<file path="config.mk">
export PLATFORM = sky130hd
export DESIGN_NAME = lmr_datapath
export DESIGN_NICKNAME = d
export VERILOG_FILES = /design/src/hdl/lmr_pkg.sv /design/src/hdl/lmr_mem.sv /design/src/hdl/lmr_datapath.sv
export SDC_FILE = /design/constraint.sdc
export NUM_CORES = 2
export LEC_CHECK = 0
export BUFFER_PORTS_ARGS = -buffer_cell sky130_fd_sc_hd__buf_2
export CAP_MARGIN = 25
export CORE_ASPECT_RATIO = 0.8
export CORE_MARGIN = 2
export CORE_UTILIZATION = 40
export DETAILED_ROUTE_END_ITERATION = 6
export GPL_ROUTABILITY_DRIVEN = 0
export GPL_TIMING_DRIVEN = 0
export PLACE_DENSITY = 0.53
export SLEW_MARGIN = 20
export SYNTH_ARGS = -nofsm -noshare
export SYNTH_HDL_FRONTEND = slang
export SYNTH_SLANG_ARGS = --single-unit
</file>
<file path="constraint.sdc">
create_clock -name CLK_I -period 16.28 [get_ports CLK_I]
set_input_delay 3.256 -clock CLK_I [delete_from_list [all_inputs] [get_ports CLK_I]]
set_output_delay 3.256 -clock CLK_I [all_outputs]
set_load 0.05 [all_outputs]
</file>
<file path="src/hdl/lmr_pkg.sv">
// lmr_pkg: opcodes, flag layout and carrier types for the long move/or/rotate
// datapath; assumes an 8-bit data memory and one core clock.
package lmr_pkg;

  localparam int DATA_W = 8;
  localparam int ADDR_W = 8;
  localparam int MEM_DEPTH = 256;

  // status flag positions inside the flag word
  localparam int FLAG_W = 2;
  // must match the member order of lmr_flags_type: null flag is the high bit
  localparam int FLAG_NULL_POS = 1;
  localparam int FLAG_SHIFT_POS = 0;

  localparam logic [DATA_W-1:0] WORK_RESET = 8'h00;
  localparam logic [FLAG_W-1:0] FLAG_RESET = 2'h0;

  // high bit of the byte, the one that rotates out
  localparam int MSB_POS = DATA_W - 1;

  typedef enum logic [3:0] {
    LMR_OP_NONE,
    LMR_OP_MOVE_TO_WORK,
    LMR_OP_MOVE_TO_MEM,
    LMR_OP_OR,
    LMR_OP_OR_TO_MEM,
    LMR_OP_ROT,
    LMR_OP_ROT_TO_WORK,
    LMR_OP_ROT_FLAG,
    LMR_OP_ROT_FLAG_TO_WORK
  } lmr_op_type;

  typedef struct packed {
    lmr_op_type op;
    logic [ADDR_W-1:0] addr;
  } lmr_cmd_type;

  typedef struct packed {
    logic result_null_flag;
    logic shift_out_flag;
  } lmr_flags_type;

endpackage : lmr_pkg

</file>
<file path="src/hdl/lmr_mem.sv">
// lmr_mem: byte-wide data memory with registered read data.
// assumes one write port and one read port on the core clock.
`timescale 1ns/1ps
module lmr_mem
  import lmr_pkg::*;
#(
  parameter int DEPTH = MEM_DEPTH,
  parameter int AW = ADDR_W,
  parameter int DW = DATA_W
)
(
  input wire logic clk_i,
  input wire logic wr_en_i,
  input wire logic [AW-1:0] wr_addr_i,
  input wire logic [DW-1:0] wr_data_i,
  input wire logic [AW-1:0] rd_addr_i,
  output logic [DW-1:0] rd_data_o
);

  logic [DW-1:0] mem [DEPTH];

  // no reset on the array; contents are defined by software writes
  always_ff @(posedge clk_i)
  begin
    if (wr_en_i)
    begin
      mem[wr_addr_i] <= wr_data_i;
    end
    rd_data_o <= mem[rd_addr_i];
  end

endmodule : lmr_mem

</file>
<file path="src/hdl/lmr_datapath.sv">
// lmr_datapath: executes the long move, or and rotate-left instructions.
// assumes the decoder presents one command with a valid strobe and waits
// for done before the next; memory lives in lmr_mem.
`timescale 1ns/1ps
module lmr_datapath
  import lmr_pkg::*;
(
  input wire logic CLK_I,
  input wire logic NRST_I,
  input wire logic CMD_VALID_I,
  input wire lmr_cmd_type CMD_I,
  output logic CMD_READY_O,
  output logic DONE_O,
  input wire logic MEM_LOAD_VALID_I,
  input wire logic [ADDR_W-1:0] MEM_LOAD_ADDR_I,
  input wire logic [DATA_W-1:0] MEM_LOAD_DATA_I,
  input wire logic WORK_LOAD_VALID_I,
  input wire logic [DATA_W-1:0] WORK_LOAD_DATA_I,
  input wire logic FLAG_LOAD_VALID_I,
  input wire lmr_flags_type FLAG_LOAD_I,
  input wire logic [ADDR_W-1:0] MEM_PEEK_ADDR_I,
  output logic [DATA_W-1:0] MEM_PEEK_DATA_O,
  output logic [DATA_W-1:0] WORK_O,
  output lmr_flags_type FLAGS_O
);

  typedef enum logic [1:0] {
    ST_IDLE,
    ST_READ,
    ST_EXEC
  } lmr_state_type;

  lmr_state_type state;
  lmr_state_type next_state;
  lmr_cmd_type cmd;
  lmr_cmd_type next_cmd;
  logic [DATA_W-1:0] work;
  logic [DATA_W-1:0] next_work;
  lmr_flags_type flags;
  lmr_flags_type next_flags;
  logic done;
  logic next_done;

  logic mem_wr_en;
  logic [ADDR_W-1:0] mem_wr_addr;
  logic [DATA_W-1:0] mem_wr_data;
  logic [ADDR_W-1:0] mem_rd_addr;
  logic [DATA_W-1:0] mem_rd_data;

  logic [DATA_W-1:0] or_result;
  logic [DATA_W-1:0] rot_result;
  logic [DATA_W-1:0] rot_flag_result;

  // one shared read port; peeks only when idle to avoid a second port
  lmr_mem u_mem (
    .clk_i(CLK_I),
    .wr_en_i(mem_wr_en),
    .wr_addr_i(mem_wr_addr),
    .wr_data_i(mem_wr_data),
    .rd_addr_i(mem_rd_addr),
    .rd_data_o(mem_rd_data)
  );

  assign or_result = work | mem_rd_data;
  assign rot_result = {mem_rd_data[MSB_POS-1:0], mem_rd_data[MSB_POS]};
  assign rot_flag_result = {mem_rd_data[MSB_POS-1:0], flags.shift_out_flag};

  assign CMD_READY_O = (state == ST_IDLE);
  assign DONE_O = done;
  assign WORK_O = work;
  assign FLAGS_O = flags;
  assign MEM_PEEK_DATA_O = mem_rd_data;
  assign mem_rd_addr = (state == ST_IDLE) ? MEM_PEEK_ADDR_I : cmd.addr;

  always_comb
  begin
    next_state = state;
    next_cmd = cmd;
    next_work = work;
    next_flags = flags;
    next_done = 1'b0;
    mem_wr_en = 1'b0;
    mem_wr_addr = cmd.addr;
    mem_wr_data = work;
    case (state)
      ST_IDLE:
      begin
        if (CMD_VALID_I)
        begin
          next_cmd = CMD_I;
          next_state = ST_READ;
        end
        else
        begin
          // preload path for the core around this block
          mem_wr_en = MEM_LOAD_VALID_I;
          mem_wr_addr = MEM_LOAD_ADDR_I;
          mem_wr_data = MEM_LOAD_DATA_I;
          if (WORK_LOAD_VALID_I)
          begin
            next_work = WORK_LOAD_DATA_I;
          end
          if (FLAG_LOAD_VALID_I)
          begin
            next_flags = FLAG_LOAD_I;
          end
        end
      end
      ST_READ:
      begin
        // registered read data arrive next cycle
        next_state = ST_EXEC;
      end
      ST_EXEC:
      begin
        next_state = ST_IDLE;
        next_done = 1'b1;
        case (cmd.op)
          LMR_OP_MOVE_TO_WORK:
          begin
            next_work = mem_rd_data;
          end
          LMR_OP_MOVE_TO_MEM:
          begin
            mem_wr_en = 1'b1;
            mem_wr_data = work;
          end
          LMR_OP_OR:
          begin
            next_work = or_result;
            next_flags.result_null_flag = (or_result == '0);
          end
          LMR_OP_OR_TO_MEM:
          begin
            mem_wr_en = 1'b1;
            mem_wr_data = or_result;
            next_flags.result_null_flag = (or_result == '0);
          end
          LMR_OP_ROT:
          begin
            mem_wr_en = 1'b1;
            mem_wr_data = rot_result;
          end
          LMR_OP_ROT_TO_WORK:
          begin
            next_work = rot_result;
          end
          LMR_OP_ROT_FLAG:
          begin
            mem_wr_en = 1'b1;
            mem_wr_data = rot_flag_result;
            next_flags.shift_out_flag = mem_rd_data[MSB_POS];
          end
          LMR_OP_ROT_FLAG_TO_WORK:
          begin
            next_work = rot_flag_result;
            next_flags.shift_out_flag = mem_rd_data[MSB_POS];
          end
          default:
          begin
            next_done = 1'b1;
          end
        endcase
      end
      default:
      begin
        next_state = ST_IDLE;
      end
    endcase
  end

  always_ff @(posedge CLK_I or negedge NRST_I)
  begin
    if (!NRST_I)
    begin
      state <= ST_IDLE;
      cmd <= '0;
      work <= WORK_RESET;
      flags <= FLAG_RESET;
      done <= 1'b0;
    end
    else
    begin
      state <= next_state;
      cmd <= next_cmd;
      work <= next_work;
      flags <= next_flags;
      done <= next_done;
    end
  end

endmodule : lmr_datapath

</file>
* Word level (Yosys, flattened, before mapping) *
Memories as Yosys holds them, arrays and structs flattened. A register that Yosys moved wholly into a read port is not among the register bits.
Cells that the tools add are included.

word-level totals
  register bits = 25
  bits in latches = 0
  bits in writable memories = 2048
  memory bits (read-only) = 0
  input port bits = 52
  output and inout port bits = 20
  word-level logic and storage cells = 59
  memories kept = 1

operators by class
  $add $sub $neg = 0
  $mul = 0
  divide/modulo/power cells = 0
  order comparisons = 0
  equal/unequal tests = 17
  shift operators = 0
  mux-type cells = 23
  bitwise logic cells = 1
  reduce and logical (&&, ||, !) cells = 10

memories
  memory     depth  width  rd ports  clocked after memory_dff  write ports  line           source
  u_mem.mem  256    8      1         1                         1            lmr_mem.sv:20  logic [DW-1:0] mem [DEPTH];

operators by type and width
  cell                                                                     count
  8-bit two-way mux                                                        6
  8-bit case mux with 2 select lines                                       2
  8-bit case mux with 4 select lines                                       1
  8-bit case mux with 3 select lines                                       1
  4-bit by 3-bit equality test with 1-bit output, second input constant    4
  4-bit AND reduction                                                      3
  4-bit by 2-bit equality test with 1-bit output, second input constant    2
  8-bit zero test                                                          1
  2-bit inequality test, second input constant                             4
  8-bit bitwise OR                                                         1
  2-bit case mux with 2 select lines                                       2
  1-bit two-way mux                                                        7
  2-bit two-way mux                                                        3
  5-bit by 2-bit inequality test with 1-bit output, second input constant  1
  4-bit by 1-bit equality test with 1-bit output, second input constant    1
  4-bit equality test, second input constant                               1
  2-bit by 1-bit inequality test with 1-bit output, second input constant  2
  2-bit OR reduction                                                       2
  4-bit OR reduction                                                       1
  2-bit by 1-bit equality test with 1-bit output, second input constant    1
  2-bit equality test, second input constant                               1
  2-bit zero test                                                          1
  1-bit case mux with 2 select lines                                       1
  2-bit AND reduction                                                      1
  2-bit nonzero test                                                       1

* Depth between registers and ports, before layout *
  depth in word-level cells = 6
  depth in mapped cells = 14
  depth with buffers taken out = 9

* Hierarchy *
Synthesis repeated with hierarchy kept, for this count alone.

unflattened totals
  cells, all modules = 3915
  area total of the unflattened synthesis = 81309.2 um2

modules (own cells, without submodules)
  module        times used  cells each  area each (um2)  sequential area each (um2)
  lmr_mem       1           3733        79556.3          61659.1
  lmr_datapath  1           182         1752.9           625.6

* Least setup slack after synthesis *
Ideal clock, no wire load.

  kind = register to register
  start = register state[0]
  end = memory u_mem.mem[0][0] in the netlist's numbering, data pin
  arrival time = 11.379 ns
  required time = 14.093 ns
  setup slack = 2.714 ns
  stages on the path, launching flop included = 8
  buffers on the path = 3
  clock period less this slack = 13.566 ns
  cells stage by stage = dfrtp_1 > buf_4 > buf_2 > nand2b_1 > clkbuf_1 > inv_1 > nand3_1 > o21ai_0

on the way
  word-level cells in the longest chain between the ends = 2
  elaborated cells on any way between the ends = 3

ends and longest elaborated chain
  element                                                 line                 source
  start: declaration                                      lmr_datapath.sv:33   lmr_state_type state;
  start signal: assignment                                lmr_datapath.sv:184  state <= next_state;
  2-bit equality test or 2-bit zero test (tied branches)  lmr_datapath.sv:85   case (state)
  8-bit case mux with 2 select lines (*)                  lmr_datapath.sv:85
  via mem_wr_data[0]                                      lmr_datapath.sv:46   logic [DATA_W-1:0] mem_wr_data;
  end: declaration                                        lmr_mem.sv:20

The timed path passes the listed nets; every way through them passes the cells marked *.

* Final worst setup path *
  start = input port MEM_PEEK_ADDR_I[0]
  end = register u_mem.rd_data_o[2] (read register of u_mem.mem)

on the way
  word-level cells in the longest chain between the ends = 1

ends and longest elaborated chain
  element             line                source
  start: declaration  lmr_datapath.sv:21  input wire logic [ADDR_W-1:0] MEM_PEEK_ADDR_I,
  8-bit two-way mux   lmr_datapath.sv:73  assign mem_rd_addr = (state == ST_IDLE) ? MEM_PEEK_ADDR_I : cmd.addr;
  end: declaration    lmr_mem.sv:17       output logic [DW-1:0] rd_data_o

Every way passes these cells.
A chain may end at the register's enable or synchronous reset.

==> results.toml <==
[status]
status = "complete, but fails checks"
violations = "DRC"

[synth]
synth_area_leaders = "edfxtp_1 (74%), nand2_1 (5.0%), mux2i_1 (2.9%), mux4_2 (2.7%), nand3_1 (1.7%)"
ys_ff_latch = 2081
syn_avg_cell_area_um2 = 14.89
synth_area_leader_cell = "edfxtp_1"
synth_edf_count = 2048
synth_seq_area_share_pct = 75.21
yosysTopAreaCellShare_pct = 74.26
ys_types = 78
yosys_warnings = 0
syn_inst = 5560
synth_ff_type = "edfxtp_1"
synth_async_sr_flop_share_pct = 1.201
synthesis.nets = 5612
synth_area_um2 = 82810

[power_and_ir_drop]
leakage_nw = 31.68
power-per-cell-area_nw_per_um2 = 163.2
ir_drop_uv = 131.7

[clock_tree]
cts_root_buf = "clkbuf_16"
cts-resized-gates = 0
hold_buffers = 0
numCtsBuffers = 201
cts_tree = "done"
clockBufferDepth = 3
clock_sinks = 2081
ctsHtreeMaxLevel = 4
clk_pin_slew_ns = 0.06
post_cts_buffers = 0
clock_latency_ns = 0.86

[timing]
slew_headroom_pct = 13.98
tightest_slew_ns = 1.290
finalClockSkew_ns = 0.04870
setup_viol_count_final = 0
period_share_pct = 48.77
fmax_mhz = 125.9
final.min_clock_period_ns = 7.940
setup_tns_ns = 0
slew_violations = 0
finalHoldViolCount = 0
rsz0062_at_grt = "false"

[finish]
final_nets = 6057
final_core_util_pct = 46.84
drive_above_1_share_pct = 15.14
fin_area_um2 = 96480
fillCellCount = 17820
areaGrowthSynthToFinish_pct = 16.51

[floorplan]
dieHeight_um = 411.0
start_util_pct = 40.20
core_um2 = 206000
io_pins = 72
die-area_um2 = 210700
placementRows = 149
die_width_um = 512.7

[routing]
avgRoutedWirePerCell_um = 38.12
drt_first_iter_violations = 11130
dr.pass1.iters = 7
ant_nets = 0
detail_route.wirelength_um = 339300
drt_drc_violations_left = 46
vias = 56740
viasPerCell = 6.374

[worst_setup_path]
worstPathArrival_ns = 8.58
cp-end-kind = "register"
worstPathCellList = "buf_2 -> or3b_1 -> buf_2 -> and2_1 -> buf_4 -> buf_4 -> buf_2 -> buf_2 -> nand2_1 -> nand3_1 -> nand4_1 -> o21ai_1 -> a221oi_1 -> nor4_1"
critical_path.top_delay_family = "buffers and inverters"
critPathKind = "input pin to register"
critPathLaunchType = "input pin"
path_buf_inv = 6
max_stage_delay_ns = 0.95
path_common_cell = "buf_2"
slowest_stage = "nor4_1"
cp.required_ns = 16.92
crit_path_max_fanout = 10

[global_routing]
grt_usage_pct = 31.50
overflow = 0
antenna_found_initial = 28
grt_max_degree = 33
grt_pass1_vias = 51090
grt_pass1_wl_um = 448200

[placed_design]
placed_area_um2 = 90100
io_buffer_count = 71
post-dp-hpwl_um = 245000

[flow_run]
maxCapViolCount = 0

[hold_path]
hold_class = "register to register"
-- metal layers --
layer | global-route usage (%) | routed length (um) | share of wire [%] | vias to the layer above
met4 | 13.63 | 17070 | 5.0 | 18
met3 | 13.16 | 52460 | 15 | 768
met5 | 2.583 | 874 | 0.26 | -
li1 | - | - | - | 22330
met2 | 41.88 | 134000 | 40 | 4618
met1 | 44.53 | 134900 | 40 | 29010
-- cells in the mapped netlist, drive strengths merged (15+ instances only) --
master / number
a211oi: 53
a21oi: 158
a22oi: 22
a311oi: 19
a31oi: 105
a32oi: 116
and3: 33
buf: 193
clkbuf: 153
dfrtp: 25
edfxtp: 2048
mux2i: 240
mux4: 99
nand2: 1107
nand2b: 29
nand3: 285
nand4: 90
nor2: 336
nor3: 19
nor4: 44
o211ai: 43
o21ai: 96
o22a: 16
o22ai: 50
or3: 15
-- power breakdown --
part           internal (mW)  switching, mW  total [mW]
combinational           1.24           3.35        4.59
sequential              6.54         0.0502        6.59
clock                   2.49           2.08        4.57
total                   10.3           5.48        15.8
-- per-stage QoR --
step	worst slack [ns]	total power, mW	std cells	hold WS, ns
after floorplan	2.714	8.763	5560	0.5405
after global placement	-13.51	11.16	8349	0.4952
after detailed placement	7.735	11.04	8502	0.5016
after CTS	8.610	15.49	8861	0.5118
after global routing	8.631	15.94	8887	0.5475
final	8.340	15.75	8902	0.5108
-- cell usage in the layout, fill, tap and decap left out, types with 82 or more instances in the layout --
cell / n
edfxtp_1: 2048
nand2_1: 1105
nor2_1: 298
nand3_1: 285
mux2i_1: 240
clkbuf_16: 206
buf_2: 190
clkbuf_1: 167
a21oi_1: 158
a32oi_1: 116
a31oi_1: 104
mux4_2: 99
nand4_1: 90
buf_16: 86
buf_4: 85
o21ai_0: 82
-- worst paths after layout --
check                                             from                         end  slack (ns)  depth (start not counted)
worst max-delay path                MEM_PEEK_ADDR_I[0]  u_mem.rd_data_o[2]$_DFF_P_        8.34                         14
worst min-delay path            FLAGS_O[1]$_DFFE_PN0P_      FLAGS_O[1]$_DFFE_PN0P_        0.51                          1
worst max register to register    state[0]$_DFFE_PN0P_  u_mem.rd_data_o[2]$_DFF_P_       10.13                         13
worst min register to register  FLAGS_O[1]$_DFFE_PN0P_      FLAGS_O[1]$_DFFE_PN0P_        0.51                          1
max in group asynchronous                       NRST_I          cmd[6]$_DFFE_PN0P_       13.10                          1
min in group asynchronous                       NRST_I            DONE_O$_DFF_PN0_        2.56                          1
-- area by class of cell --
| cell class | instances | area (um^2) | share of cell area (%) |
|---|---|---|---|
| clock buffer | 254 | 5345 | 5.540 |
| tap | 2718 | 3401 | 3.525 |
| sequential | 2081 | 62280 | 64.56 |
| antenna | 23 | 57.56 | 0.05965 |
| timing repair buffer | 242 | 3586 | 3.717 |
| inverter | 8 | 30.03 | 0.03112 |
| clock inverter | 105 | 810.8 | 0.8403 |
| multi-input combinational | 3125 | 19160 | 19.86 |
| buffer | 346 | 1805 | 1.871 |
-- sequential cells by signal, summed over array words and instances (netlist names) --
register / flops
u_mem.mem: 2048
cmd: 12
WORK_O: 8
u_mem.rd_data_o: 8
FLAGS_O: 2
state: 2
DONE_O: 1
-- cell families after synthesis --
| logic type | share of synthesized area [%] |
|---|---|
| AOI/OAI and AO/OA | 6.412 |
| xor gates and xnor gates | 0.01058 |
| buffers and inverters | 2.164 |
| DFF | 75.21 |
| muxes | 5.784 |
| and+or+nand+nor | 10.42 |
No activity file was read; power rests on OpenSTA's default activity.
